`config.mk`:
```
export PLATFORM = sky130hd
export DESIGN_NAME = bib_regs
export DESIGN_NICKNAME = d
export VERILOG_FILES = /design/src/include/bib_pkg.sv /design/src/verilog/bib_regs.sv
export SDC_FILE = /design/constraint.sdc
export NUM_CORES = 1
export LEC_CHECK = 0
export BUFFER_PORTS_ARGS = -buffer_cell sky130_fd_sc_hd__buf_2
export CELL_PAD_IN_SITES_DETAIL_PLACEMENT = 0
export CELL_PAD_IN_SITES_GLOBAL_PLACEMENT = 1
export CORE_MARGIN = 2
export CORE_UTILIZATION = 40
export CTS_CLUSTER_DIAMETER = 60
export DETAILED_ROUTE_END_ITERATION = 7
export GPL_TIMING_DRIVEN = 0
export PLACE_DENSITY = 0.83
export REMOVE_ABC_BUFFERS = 1
export SETUP_SLACK_MARGIN = 0.1
export SLEW_MARGIN = 15
export SYNTH_ARGS = -nofsm -noshare
export SYNTH_HDL_FRONTEND = slang
export SYNTH_HIERARCHICAL = 1
export SYNTH_SLANG_ARGS = --single-unit
```
`constraint.sdc`:
```
create_clock -name ref_clk -period 4.45 [get_ports ref_clk]
set_clock_uncertainty 0.05 [all_clocks]
set_input_delay 0.6675 -clock ref_clk [delete_from_list [all_inputs] [get_ports ref_clk]]
set_output_delay 0.6675 -clock ref_clk [all_outputs]
set_load 0.05 [all_outputs]
```
`src/include/bib_pkg.sv`:
```
// Package for the bus information block register bank: offsets, layouts, codes.
package bib_pkg;

    // Register byte offsets on the local register port
    localparam logic [7:0] BIB_OFS_BUS_OPTIONS = 8'h00;
    localparam logic [7:0] BIB_OFS_UID_HIGH    = 8'h04;
    localparam logic [7:0] BIB_OFS_UID_LOW     = 8'h08;
    localparam logic [7:0] BIB_OFS_ROM_MAP     = 8'h0c;
    localparam logic [7:0] BIB_OFS_VENDOR_ID   = 8'h10;
    localparam logic [7:0] BIB_OFS_LINK_CTRL   = 8'h14;
    localparam logic [7:0] BIB_OFS_STATUS      = 8'h18;

    // Reset values
    localparam logic [31:0] BIB_RST_BUS_OPTIONS = 32'h0000_0000;
    localparam logic [31:0] BIB_RST_UID         = 32'h0000_0000;
    localparam logic [31:0] BIB_RST_ROM_MAP     = 32'h0000_0000;

    // Bus options fields that firmware may program
    localparam int BIB_MAXREC_LSB = 12;
    localparam int BIB_MAXREC_W   = 4;

    // Mapping base keeps the low ten bits as zero
    localparam int BIB_MAP_ALIGN_BITS = 10;
    localparam logic [31:0] BIB_MAP_MASK = 32'hffff_fc00;

    // Configuration ROM window on the serial bus
    localparam logic [47:0] BIB_ROM_START = 48'hffff_f000_0400;
    localparam logic [47:0] BIB_ROM_END   = 48'hffff_f000_07ff;
    localparam logic [7:0]  BIB_LOCAL_QUADS = 8'h05;

    // Fixed first quadlet of the information block: bus name in ASCII
    localparam logic [31:0] BIB_BUS_ID = 32'h3133_3934;

    // Vendor identification fields
    localparam logic [23:0] BIB_EXT_OWNER_CODE   = 24'h00_0000;
    localparam logic [7:0]  BIB_EXT_PRIVATE_DEF  = 8'h00; // arbitrary value

    // Serial bus transaction codes and answer kinds
    localparam logic [3:0] BIB_TC_QREAD  = 4'h4;
    localparam logic [3:0] BIB_TC_BWRITE = 4'h1;

    // Remote request toward the register bank
    typedef struct packed {
        logic        valid;
        logic [3:0]  tcode;
        logic [47:0] offset;
        logic [15:0] length;
    } bib_req_type;

    // Answer for a remote request
    typedef enum logic [3:0] {
        BIB_ANS_NONE   = 4'b0001,
        BIB_ANS_LOCAL  = 4'b0010,
        BIB_ANS_HOST   = 4'b0100,
        BIB_ANS_TYPERR = 4'b1000
    } bib_ans_type;

    typedef struct packed {
        bib_ans_type kind;
        logic [31:0] data;
        logic [31:0] host_addr;
    } bib_rsp_type;

    // Loader states for the unique identifier
    typedef enum logic [2:0] {
        BIB_UID_EMPTY  = 3'b001,
        BIB_UID_FETCH  = 3'b010,
        BIB_UID_LOCKED = 3'b100
    } bib_uid_state_type;

endpackage : bib_pkg

```
`src/verilog/bib_regs.sv`:
```
// Bus information block register bank with remote ROM window decode.
//
// Added by the designer: the plain strobed port and the register offsets.
`timescale 1ns/1ps

module bib_regs
(
    // Clock and reset
    input  wire logic                  ref_clk,
    input  wire logic                  resetn,
    // Software reset pulse from the control block
    input  wire logic                  soft_reset,
    // Local register port
    input  wire logic [7:0]            reg_addr,
    input  wire logic [31:0]           reg_wdata,
    input  wire logic                  reg_wr,
    input  wire logic                  reg_rd,
    output logic [31:0]                reg_rdata,
    // Identifier ROM loader
    input  wire logic                  rom_present,
    input  wire logic                  rom_valid,
    input  wire logic [63:0]           rom_uid,
    output logic                       rom_fetch,
    // Configuration ROM header quadlet from its own register
    input  wire logic [31:0]           rom_header,
    // Remote request and answer
    input  wire bib_pkg::bib_req_type  remote_req,
    output bib_pkg::bib_rsp_type       remote_rsp,
    // Link state
    output logic                       link_on
);
    import bib_pkg::*;

    logic [31:0]       bus_options_ff;
    logic [31:0]       unique_id_high;
    logic [31:0]       unique_id_low;
    logic [31:0]       rom_map_base_ff;
    logic              link_on_ff;
    logic              wr_hi_done;
    logic              wr_lo_done;
    logic              rom_load;
    bib_uid_state_type uid_state_ff;
    bib_uid_state_type nxt_uid_state;
    logic [31:0]       reg_rdata_ff;
    logic              rom_fetch_ff;
    bib_rsp_type       remote_rsp_ff;
    bib_rsp_type       nxt_rsp;

    // Register write decode
    wire wr_opt  = reg_wr && (reg_addr == BIB_OFS_BUS_OPTIONS);
    wire wr_hi   = reg_wr && (reg_addr == BIB_OFS_UID_HIGH);
    wire wr_lo   = reg_wr && (reg_addr == BIB_OFS_UID_LOW);
    wire wr_map  = reg_wr && (reg_addr == BIB_OFS_ROM_MAP);
    wire wr_link = reg_wr && (reg_addr == BIB_OFS_LINK_CTRL);
    // Each half takes one firmware write, only while the loader is still empty
    wire uid_open = (uid_state_ff == BIB_UID_EMPTY);
    wire hi_take  = wr_hi && uid_open && !wr_hi_done;
    wire lo_take  = wr_lo && uid_open && !wr_lo_done;
    wire fw_done  = (wr_hi_done || hi_take) && (wr_lo_done || lo_take);
    // ROM copy lands on the edge that ends the fetch
    assign rom_load = (uid_state_ff == BIB_UID_FETCH) && rom_valid;

    // Vendor word is constant; nothing can write it
    wire [31:0] vendor_word = {BIB_EXT_PRIVATE_DEF, BIB_EXT_OWNER_CODE};
    wire [31:0] status_word = {29'h0, uid_state_ff};

    // Read selects, one per mapped offset
    // Compared once here and shared by the mux below
    wire rd_opt    = (reg_addr == BIB_OFS_BUS_OPTIONS);
    wire rd_hi     = (reg_addr == BIB_OFS_UID_HIGH);
    wire rd_lo     = (reg_addr == BIB_OFS_UID_LOW);
    wire rd_map    = (reg_addr == BIB_OFS_ROM_MAP);
    wire rd_vendor = (reg_addr == BIB_OFS_VENDOR_ID);
    wire rd_link   = (reg_addr == BIB_OFS_LINK_CTRL);
    wire rd_status = (reg_addr == BIB_OFS_STATUS);

    // Read data mux; unmapped reads return zero so probing is harmless
    wire [31:0] rd_mux =
        rd_opt    ? bus_options_ff :
        rd_hi     ? unique_id_high :
        rd_lo     ? unique_id_low :
        rd_map    ? rom_map_base_ff :
        rd_vendor ? vendor_word :
        rd_link   ? {31'h0, link_on_ff} :
        rd_status ? status_word : 32'h0;

    // Remote request decode
    wire [47:0] rq_ofs   = remote_req.offset;
    wire        in_rom   = (rq_ofs >= BIB_ROM_START) && (rq_ofs <= BIB_ROM_END);
    wire        is_qread = (remote_req.tcode == BIB_TC_QREAD);
    wire [7:0]  quad_idx = rq_ofs[9:2];
    wire        is_local = (quad_idx < BIB_LOCAL_QUADS);
    wire [BIB_MAXREC_W-1:0] max_rec = bus_options_ff[BIB_MAXREC_LSB +: BIB_MAXREC_W];
    wire        is_bwrite = (remote_req.tcode == BIB_TC_BWRITE);
    // Max receive size in bytes is 2^(max_rec+1); widened first so that
    // a field of 15 gives 64K bytes instead of wrapping to a shift of 0
    wire [4:0]  rec_shift = {1'b0, max_rec} + 5'h01;
    wire [16:0] max_bytes = 17'h00001 << rec_shift;
    wire        too_long  = is_bwrite &&
                            ({1'b0, remote_req.length} > max_bytes);
    wire [31:0] host_addr = rom_map_base_ff +
                            {22'h0, rq_ofs[BIB_MAP_ALIGN_BITS-1:0]};

    // Local answer for the five locally answered quadlets; the header comes in on rom_header
    wire [31:0] local_word =
        (quad_idx == 8'h00) ? rom_header :
        (quad_idx == 8'h01) ? BIB_BUS_ID :
        (quad_idx == 8'h02) ? bus_options_ff :
        (quad_idx == 8'h03) ? unique_id_high :
        unique_id_low;

    // Answer selection; silent while the link is off
    always_comb begin
        nxt_rsp = '{kind: BIB_ANS_NONE, data: 32'h0, host_addr: 32'h0};
        if (remote_req.valid && link_on_ff) begin
            if (in_rom && is_qread && is_local) begin
                nxt_rsp.kind = BIB_ANS_LOCAL;
                nxt_rsp.data = local_word;
            end else if (in_rom && is_qread) begin
                nxt_rsp.kind      = BIB_ANS_HOST;
                nxt_rsp.host_addr = host_addr;
            end else if (in_rom || too_long) begin
                nxt_rsp.kind = BIB_ANS_TYPERR;
            end
        end
    end

    // Identifier loader: ROM fetch or two firmware writes, then locked
    always_comb begin
        nxt_uid_state = uid_state_ff;
        unique case (uid_state_ff)
            BIB_UID_EMPTY: begin
                if (rom_present) begin
                    nxt_uid_state = BIB_UID_FETCH;
                end else if (fw_done) begin
                    nxt_uid_state = BIB_UID_LOCKED;
                end
            end
            BIB_UID_FETCH: begin
                if (rom_valid) begin
                    nxt_uid_state = BIB_UID_LOCKED;
                end
            end
            BIB_UID_LOCKED: nxt_uid_state = BIB_UID_LOCKED;
            default:        nxt_uid_state = BIB_UID_LOCKED;
        endcase
    end

    // Loader state, cleared only by power reset; a soft reset must not
    // reopen the identifier to writes
    always_ff @(posedge ref_clk or negedge resetn) begin
        if (!resetn) begin
            uid_state_ff <= BIB_UID_EMPTY;
        end else begin
            // Soft reset deliberately not consulted here
            uid_state_ff <= nxt_uid_state;
        end
    end

    // Upper identifier half; soft reset is not wired in,
    // the value has to survive one
    bib_uid_half #(
        .WIDTH    (32),
        .RST_VAL  (BIB_RST_UID)
    ) i_bib_uid_half_hi (
        .ref_clk  (ref_clk),
        .resetn   (resetn),
        .rom_load (rom_load),
        .rom_data (rom_uid[63:32]),
        .fw_write (hi_take),
        .fw_data  (reg_wdata),
        .value    (unique_id_high),
        .written  (wr_hi_done)
    );

    // Lower identifier half, same rules as the upper one
    bib_uid_half #(
        .WIDTH    (32),
        .RST_VAL  (BIB_RST_UID)
    ) i_bib_uid_half_lo (
        .ref_clk  (ref_clk),
        .resetn   (resetn),
        .rom_load (rom_load),
        .rom_data (rom_uid[31:0]),
        .fw_write (lo_take),
        .fw_data  (reg_wdata),
        .value    (unique_id_low),
        .written  (wr_lo_done)
    );

    // Options, mapping base and link bit; soft reset restores them
    always_ff @(posedge ref_clk or negedge resetn) begin
        if (!resetn) begin
            bus_options_ff  <= BIB_RST_BUS_OPTIONS;
            rom_map_base_ff <= BIB_RST_ROM_MAP;
            link_on_ff      <= 1'b0;
        end else if (soft_reset) begin
            bus_options_ff  <= BIB_RST_BUS_OPTIONS;
            rom_map_base_ff <= BIB_RST_ROM_MAP;
            link_on_ff      <= 1'b0;
        end else begin
            if (wr_opt) begin
                bus_options_ff <= reg_wdata;
            end
            if (wr_map) begin
                rom_map_base_ff <= reg_wdata & BIB_MAP_MASK;
            end
            if (wr_link) begin
                link_on_ff <= reg_wdata[0];
            end
        end
    end

    // Registered outputs
    always_ff @(posedge ref_clk or negedge resetn) begin
        if (!resetn) begin
            reg_rdata_ff  <= 32'h0;
            rom_fetch_ff  <= 1'b0;
            remote_rsp_ff <= '{kind: BIB_ANS_NONE, data: 32'h0, host_addr: 32'h0};
        end else begin
            reg_rdata_ff  <= reg_rd ? rd_mux : 32'h0;
            rom_fetch_ff  <= (nxt_uid_state == BIB_UID_FETCH);
            remote_rsp_ff <= nxt_rsp;
        end
    end

    assign reg_rdata  = reg_rdata_ff;
    assign rom_fetch  = rom_fetch_ff;
    assign remote_rsp = remote_rsp_ff;
    assign link_on    = link_on_ff;

endmodule : bib_regs

// One identifier half: power reset clears it, then a single load fills it.
// The parent only lets one source in at a time, so no priority is needed.
// Kept apart so both halves share one piece of write-once logic.
module bib_uid_half #(
    parameter int               WIDTH   = 32,
    parameter logic [WIDTH-1:0] RST_VAL = '0
) (
    // Clock and power reset
    input  wire logic             ref_clk,
    input  wire logic             resetn,
    // Autonomous copy from the identifier ROM
    input  wire logic             rom_load,
    input  wire logic [WIDTH-1:0] rom_data,
    // Single firmware write, already gated by the parent
    input  wire logic             fw_write,
    input  wire logic [WIDTH-1:0] fw_data,
    // Stored half and its written flag
    output logic [WIDTH-1:0]      value,
    output logic                  written
);
    logic [WIDTH-1:0] value_ff;
    logic             written_ff;
    logic [WIDTH-1:0] nxt_value;
    logic             take;

    // Load source; the two are never open in one loader state
    assign nxt_value = rom_load ? rom_data : fw_data;
    assign take      = rom_load || fw_write;

    // Storage, reset only by power reset
    // A soft reset never reaches this flop
    always_ff @(posedge ref_clk or negedge resetn) begin
        if (!resetn) begin
            value_ff <= RST_VAL;
        end else if (take) begin
            value_ff <= nxt_value;
        end
    end

    // Firmware write marker; once set, the parent refuses that half
    always_ff @(posedge ref_clk or negedge resetn) begin
        if (!resetn) begin
            written_ff <= 1'b0;
        end else if (fw_write) begin
            written_ff <= 1'b1;
        end
    end

    assign value   = value_ff;
    assign written = written_ff;

endmodule : bib_uid_half

```
==> reports/results.ini, run 1 <==
[logic_synthesis]
synth_common_cells=225 x nand2_1, 223 x dfrtp_1, 86 x mux2i_1
yosys_register_bits=225
synth_edf_count=0
ys_warn_count=6
synth_mux_area_share_pct=9.76
synthXorXnorAreaFrac_pct=0
synth.avg_cell_area_um2=10.1
synthFlopType=dfrtp_1
synth_cell_type_count=61
synthTopCellsByArea=dfrtp_1 51%, mux2i_1 7.9%, nand2_1 7.8%
syn_area_um2=10900
synthCells=1078
synth_fa_ha_area_share_pct=1.84
synth_simple_gate_area_share_pct=17.8
synth_seq_area_share_pct=51.7
synth_top_family_by_area=simple AND/OR/NAND/NOR gates
async_flop_share_pct=100
synth_top_area_share_pct=51.2
post-synth-top-count-cell=nand2_1
synth_top_cell_by_area=dfrtp_1
synth_compound_area_share_pct=14.3

[global_routing]
grt_pass1_vias=9531
grt_pass1_wl_um=54600
antenna_found_initial=6
track_usage_pct=24.8
grt_max_degree=103
gr-total-overflow=0

[cts]
cts_resized=0
clockBufferDepth=3
clock-sinks=225
h-tree-depth=1
cts_tree=built
clk_pin_slew_worst_paths_ns=0.06
cts-buffers-inserted=27
clk_latency_ns=0.53
cts-root-buf=clkbuf_16

[power]
p_int_mw=3.54
seq_power_share_pct=44.9
p_sw_share_pct=23.2
clockPowerShare_pct=49.2
max-vdd-ir-drop_uv=284
p_per_area_nw_per_um2=331
combPwrFrac_pct=5.9
p_sw_mw=1.07
p_leak_nw=6.38

[placement]
place_inst=1682
gp_congestion=0.837
io_buffers=313
dp_slack_ns=0.300
hpwl_um=24700

[setup_path]
reg2reg_slack_ns=1.81
cp_cell_sequence=buf_2 -> nor2b_1 -> nor4b_4 -> buf_6 -> and2_1 -> nor2b_4 -> buf_16 -> buf_16 -> mux2i_1 -> o21ai_2
crit_required_ns=4.82
r2r_start=uid_state_ff[0]
rr_worst_depth=7
cp.arrival_ns=4.03
path_delay_family=simple AND/OR/NAND/NOR gates
end_kind=flop
path_common_cell=buf_16
worstSetupPathType=in -> reg
crit_fanout=15
reg2reg_to=i_bib_uid_half_hi/value[11]
slowest_stage=nor2b_1
max_stage_delay_ns=0.93
crit_buf_inv=4
cp-start-kind=input pin

[hold_path]
min_path_cells=2
min_to=uid_state_ff[0]
min_from=rom_present
hold_path.class=in -> reg

[final_layout]
nFillCells=2461
nNetsFinal=1600
area_growth_syn_to_layout_pct=27.6
regArea_um2=5630
multi_input_area_um2=4810
drive_above_1_share_pct=31.3
stdcell_count=1735

[die]
die_h_um=169
core_region_area_um2=26900
start_util_pct=40.5
std_cell_rows=60
io_pins=314
dieArea_um2=28600
fp.dieW_um=169

[timing]
fin_crit_ns=3.66
grt_setup_unrepaired=false
tightest_slew_ns=1.27
finalCritPeriodShare_pct=82.3
drv_slew=0
hold_ws_ns=0.247
timing.fmax_mhz=273
setup_viol=0
fin_setup_tns_ns=0
final_hold_viol_count=0
setup_ws_ns=0.788
slew_headroom_pct=15.3

[detailed_routing]
dr.first_iter.drc_count=526
vias=9444
routedWlPerCell_um=20.8
drtAntennaViolNets=0
drc_errors=0
dr.pass1.iters=5
routed_wl_um=36100
avgViaCountPerCell=5.44

[job]
maxCapViolCount=0

[run_status]
run_status=finished, final reports clean

metrics by stage:
stage | util (%) | instance area (um2) | total power, mW
after floorplan | - | 10400 | 2.16
after global placement | 46.1 | 12400 | 2.36
after detailed placement | 48.2 | 12900 | 2.38
after CTS | 51.7 | 13900 | 4.64
after global routing | 51.7 | 13900 | 4.76
final | 51.7 | 13900 | 4.60
layout make-up:
| class | instances | area share, % |
|---|---|---|
| diodes | 2 | 0.0360 |
| clock buffers | 37 | 5.71 |
| clock inverters | 12 | 0.945 |
| inverters | 2 | 0.0540 |
| multi-input cells | 770 | 34.6 |
| flip-flops and latches | 225 | 40.5 |
| well taps | 341 | 3.07 |
| repair buffers | 346 | 15.1 |
power groups by stage:
stage	Clock (mW)	Combinational (mW)	Sequential [mW]
floorplan	0	0.0577	2.10
global placement	0	0.257	2.10
detailed placement	0	0.272	2.10
CTS	2.30	0.273	2.07
global route	2.39	0.298	2.07
finish	2.27	0.271	2.07
flip-flops by register name, indices dropped and copies added (netlist names):
name and cells:
i_bib_uid_half_hi/value 32, rom_fetch 1, bus_options_ff 32, rom_map_base_ff 22
reg_rdata 32, remote_rsp 68, uid_state_ff 3, link_on 1
i_bib_uid_half_lo/written 1, i_bib_uid_half_lo/value 32, i_bib_uid_half_hi/written 1
layer usage:
metal | share of wire (%) | GRT usage (%) | vias to the layer above
li1 | - | - | 4408
met4 | 2.2 | 6.69 | 6
met5 | 0.094 | 0 | -
met3 | 7.3 | 4.79 | 63
met2 | 48 | 42.2 | 392
met1 | 42 | 32.6 | 4575
logic make-up after synthesis:
logic type               after synthesis
AND/OR/NAND/NOR                      400
AO/OA/AOI/OAI                        249
flip-flops                           225
multiplexers                         104
buffers and inverters                 83
adder cells (fa/ha/maj)               16
other                                  1
placed cells by master, fill, tap and decap left out, drive strengths merged, types with 8 or more instances in the layout:
master	n
a31oi	18
clkbuf	37
nand4	8
nand3	41
nor2	35
clkinv	8
a22oi	46
mux2i	86
dfrtp	223
and2	37
o221ai	14
o21ai	66
nor4	8
buf	345
ha	16
a21boi	23
a21oi	68
nand2	225
nor2b	11
mux2	18
how the worst max path moves through the flow:
stage | slack (ns) | to | cells after the start | from
2_1_floorplan | -6.18 | i_bib_uid_half_hi/value[29] | 2 | rom_valid
3_3_place_gp | -12.00 | i_bib_uid_half_hi/value[29] | 3 | rom_valid
3_5_place_dp | 0.30 | i_bib_uid_half_lo/value[6] | 10 | reg_addr[3]
4_1_cts | 0.85 | i_bib_uid_half_lo/value[11] | 10 | reg_addr[3]
5_1_grt | 0.58 | i_bib_uid_half_lo/value[8] | 10 | reg_addr[3]
6_report | 0.79 | i_bib_uid_half_lo/value[11] | 10 | reg_addr[3]
worst reg2reg max path, cell delays in order (launching register included):
cell      delay (ns)
dfstp_2         0.60
nand2b_1        0.11
nor3b_1         0.23
and2_1          0.18
nor2b_4         0.75
buf_12          0.29
mux2i_1         0.25
o21ai_2         0.06
timing repair:
item	4_1_cts	5_1_grt
endpoints found under the hold margin	30	0
hold buffers	1	0
setup buffers	0	0
(Power assumes the default switching activity.)
==> run 2: changes to the inputs <==
--- a/config.mk
+++ b/config.mk
@@ -5,15 +5,16 @@
 export SDC_FILE = /design/constraint.sdc
 export NUM_CORES = 1
 export LEC_CHECK = 0
+export ABC_AREA = 1
 export BUFFER_PORTS_ARGS = -buffer_cell sky130_fd_sc_hd__buf_2
 export CELL_PAD_IN_SITES_DETAIL_PLACEMENT = 0
 export CELL_PAD_IN_SITES_GLOBAL_PLACEMENT = 1
 export CORE_MARGIN = 2
-export CORE_UTILIZATION = 40
+export CORE_UTILIZATION = 34
 export CTS_CLUSTER_DIAMETER = 60
 export DETAILED_ROUTE_END_ITERATION = 7
 export GPL_TIMING_DRIVEN = 0
-export PLACE_DENSITY = 0.83
+export PLACE_DENSITY = 0.78
 export REMOVE_ABC_BUFFERS = 1
 export SETUP_SLACK_MARGIN = 0.1
 export SLEW_MARGIN = 15
==> constraint.sdc (replaced) <==
create_clock -name ref_clk -period 3.18 [get_ports ref_clk]
set_clock_uncertainty 0.05 [all_clocks]
set_input_delay 0.477 -clock ref_clk [delete_from_list [all_inputs] [get_ports ref_clk]]
set_output_delay 0.477 -clock ref_clk [all_outputs]
set_load 0.05 [all_outputs]
==> run 2 against run 1 <==
Combinational power increased by 73%. Core utilization is 7.3 points lower. Flip-flop and latch count is the same. Hold slack got worse by 0.15 ns. Total power increased by 53%. Clock power up 60%. Sequential share of layout area fell by 1.6 points. Sequential power up 43%. Non-clock buffer count fell by 6. Area after synthesis increased by 3.7%. Die area up 21%.
==> reports/results.ini, run 2 <==
[global_routing]
grt_max_degree=100  ; -2.9%
grt_pass1_wl_um=65100  ; +19%
track_usage_pct=24.0  ; -0.83 points
grt_pass1_vias=11100  ; +16%
gr-total-overflow=0  ; unchanged
antenna_found_initial=3  ; -3

[cts]
cts-root-buf=clkbuf_16
h-tree-depth=1  ; unchanged
cts_tree=built
cts_resized=0  ; unchanged
clock-sinks=225  ; unchanged
clockBufferDepth=3  ; unchanged
cts-buffers-inserted=28  ; +3.7%
clk_pin_slew_worst_paths_ns=0.06  ; about the same
clk_latency_ns=0.55  ; +0.02 ns

[final_layout]
nFillCells=3320  ; +35%
largest_register_ffs=68  ; unchanged
regArea_um2=5630  ; unchanged
final_common_cell=nand2_1
final_cell_mix=396 x nand2_1, 312 x buf_2, 223 x dfrtp_1
fin_util_pct=44.4  ; -7.3 points
nNetsFinal=1939  ; +21%
drive_above_1_share_pct=24.5  ; -6.7 points
area_growth_syn_to_layout_pct=28.1
multi_input_area_um2=4690  ; -2.5%

[power]
p_per_area_nw_per_um2=487  ; +47%
max-vdd-ir-drop_uv=389  ; +37%
combPwrFrac_pct=6.7  ; +0.8 points
p_sw_mw=1.66  ; +56%
p_sw_share_pct=23.5  ; +0.34 points
clockPowerShare_pct=51.5  ; +2.3 points
total_power_mw=7.06  ; +53%
p_leak_nw=7.53  ; +18%
seq_power_share_pct=41.8  ; -3.1 points
p_int_mw=5.40  ; +53%

[setup_path]
cp-start-kind=input pin
end_kind=flop
cp-endpoint=i_bib_uid_half_hi/value[20]
crit_fanout=26  ; +11
path_common_cell=nand3_1
reg2reg_to=i_bib_uid_half_hi/value[20]
slowest_stage=nor2_4
cp.arrival_ns=3.32  ; -0.71 ns
max_stage_delay_ns=0.83  ; -0.10 ns
cp_cell_sequence=buf_2 -> inv_1 -> nand2_1 -> nor2_1 -> nand2_1 -> nor2_4 -> nand3_1 -> nor2_4 -> buf_16 -> buf_16 -> nand3_1 -> nand3_1
rr_worst_depth=8  ; +1
r2r_start=uid_state_ff[0]
cp-startpoint=reg_addr[6]
worstSetupPathType=in -> reg
reg2reg_slack_ns=0.86  ; -0.95 ns
crit_required_ns=3.60  ; -1.22 ns

[logic_synthesis]
synthCells=1425  ; +32%
async_flop_share_pct=100  ; unchanged
synth_top_family_by_area=simple AND/OR/NAND/NOR gates
synth_edf_count=0  ; unchanged
synth_top_cell_by_area=dfrtp_1
synthFlopType=dfrtp_1
synthTopCellsByArea=dfrtp_1 49%, nand2_1 13%, nand3_1 8.2%
synth_common_cells=396 x nand2_1, 223 x dfrtp_1, 186 x nand3_1
post-synth-top-count-cell=nand2_1
synth_simple_gate_area_share_pct=28.9  ; +11 points
synth_fa_ha_area_share_pct=1.77  ; -0.066 points
synth_top_area_share_pct=49.4  ; -1.8 points
synth.avg_cell_area_um2=7.93  ; -22%
synth_seq_area_share_pct=49.9  ; -1.8 points
synth_cell_type_count=42  ; -31%
ys_warn_count=6  ; unchanged
yosys_register_bits=225  ; unchanged
synth_mux_area_share_pct=0  ; -9.8 points
syn_area_um2=11300  ; +3.7%
synthXorXnorAreaFrac_pct=0  ; unchanged
synth_compound_area_share_pct=10.4  ; -3.9 points

[timing]
fin_setup_tns_ns=0  ; unchanged
hold_ws_ns=0.0938  ; -0.153 ns
finalCritPeriodShare_pct=91.0
setup_ws_ns=0.285  ; -0.503 ns
slew_headroom_pct=19.2  ; +3.9 points
fin_crit_ns=2.90
final_hold_viol_count=0  ; unchanged
grt_setup_unrepaired=true
tightest_slew_ns=1.21  ; -0.0603 ns
drv_slew=0  ; unchanged
setup_viol=0  ; unchanged
timing.fmax_mhz=345

[die]
start_util_pct=34.6  ; -5.9 points
std_cell_rows=66  ; +10%
core_region_area_um2=32600  ; +21%
io_pins=314  ; unchanged
fp.dieW_um=186  ; +10%
die_h_um=186  ; +10%
dieArea_um2=34700  ; +21%

[placement]
io_buffers=313  ; unchanged
dp_slack_ns=-0.222  ; -0.523 ns
gp_congestion=0.816  ; -2.5%
hpwl_um=27600  ; +12%

[detailed_routing]
top_layer=met5
routed_wl_um=42000  ; +16%
routedWlPerCell_um=19.3  ; -7.2%
vias=11000  ; +16%
dr.pass1.iters=5  ; unchanged
wl_met2_um=20200  ; +16%
met3_length_um=2830  ; +6.9%
m1WireLength_um=18200  ; +19%
drc_errors=0  ; unchanged
avgViaCountPerCell=5.05  ; -7.2%
dr.first_iter.drc_count=840  ; +60%
drtAntennaViolNets=0  ; unchanged

[run_status]
run_status=finished, final reports clean

[job]
maxCapViolCount=0  ; unchanged

[hold_path]
hold_path.class=in -> reg

-- run 2: cell types whose count changed after synthesis, moves of 19 or more --
| cell | change |
|---|---|
| nand3_1 | +145 |
| mux2i_1 | -86 |
| inv_1 | +119 |
| o21ai_0 | +70 |
| o21ai_1 | -30 |
| nand2_1 | +171 |
| and2_1 | -36 |
| clkbuf_1 | -19 |
| nor2_1 | +90 |
| a22oi_1 | -46 |
-- run 2: timing repair --
action | in CTS | in global routing
hold endpoints to repair | 43 | 0
buffers inserted | 0 | 0
endpoints found under the setup margin | 0 | 18
hold buffers | 1 | 0
-- run 2: worst min-delay path by stage --
stage | from | end | slack [ns] | depth (start not counted)
after floorplan | resetn | bus_options_ff[0] | 0.13 | 0
after global placement | i_bib_uid_half_hi/value[2] | i_bib_uid_half_hi/value[2] | 0.42 | 2
after detailed placement | resetn | remote_rsp[51] | 0.35 | 1
after CTS | remote_req[16] | remote_rsp[0] | 0.07 | 3
after global routing | remote_req[16] | remote_rsp[0] | 0.09 | 3
final | remote_req[16] | remote_rsp[0] | 0.09 | 3
-- run 2: final cells by class --
cell class / instances / share of cell area [%]
inverter: 130 / 3.39
antenna: 2 / 0.0346
clock buffer: 34 / 5.35
multi-input combinational: 986 / 32.4
clock inverter: 17 / 1.96
tap: 442 / 3.82
sequential: 225 / 38.9
timing repair buffer: 340 / 14.2
-- run 2: through the flow --
step | instances | instance area, um2
floorplan | 1341 | 10800
global placement | 2096 | 12900
detailed placement | 2122 | 13400
CTS | 2174 | 14500
global route | 2175 | 14500
finish | 2176 | 14500
-- run 2: worst max-delay path: cells and delay by family --
kind | cells | cell delay (ns)
buffers and inverters | 4 | 0.52
and+or+nand+nor | 8 | 2.29
-- run 2: logic make-up (layout without fill, tap and decap cells) --
logic type | count (synthesis) | in the layout
flip-flops | 225 | 225
other | 1 | 3
adder cells (fa/ha/maj) | 16 | 16
buffers and inverters | 214 | 521
AO/OA/AOI/OAI | 220 | 220
AND/OR/NAND/NOR | 749 | 749
-- run 2: power groups by stage --
stage	logic, mW	clock network [mW]	registers, mW
after detailed placement	0.471	0	3.00
after global placement	0.439	0	3.00
after global routing	0.533	3.82	2.96
final	0.470	3.64	2.95
after floorplan	0.160	0	2.99
after CTS	0.475	3.70	2.95
-- run 2: metal layers --
metal	up-vias	GRT usage [%]
li1	5216	-
met1	5230	32.7
met2	479	40.0
met3	62	3.63
met4	2	6.40
met5	-	0
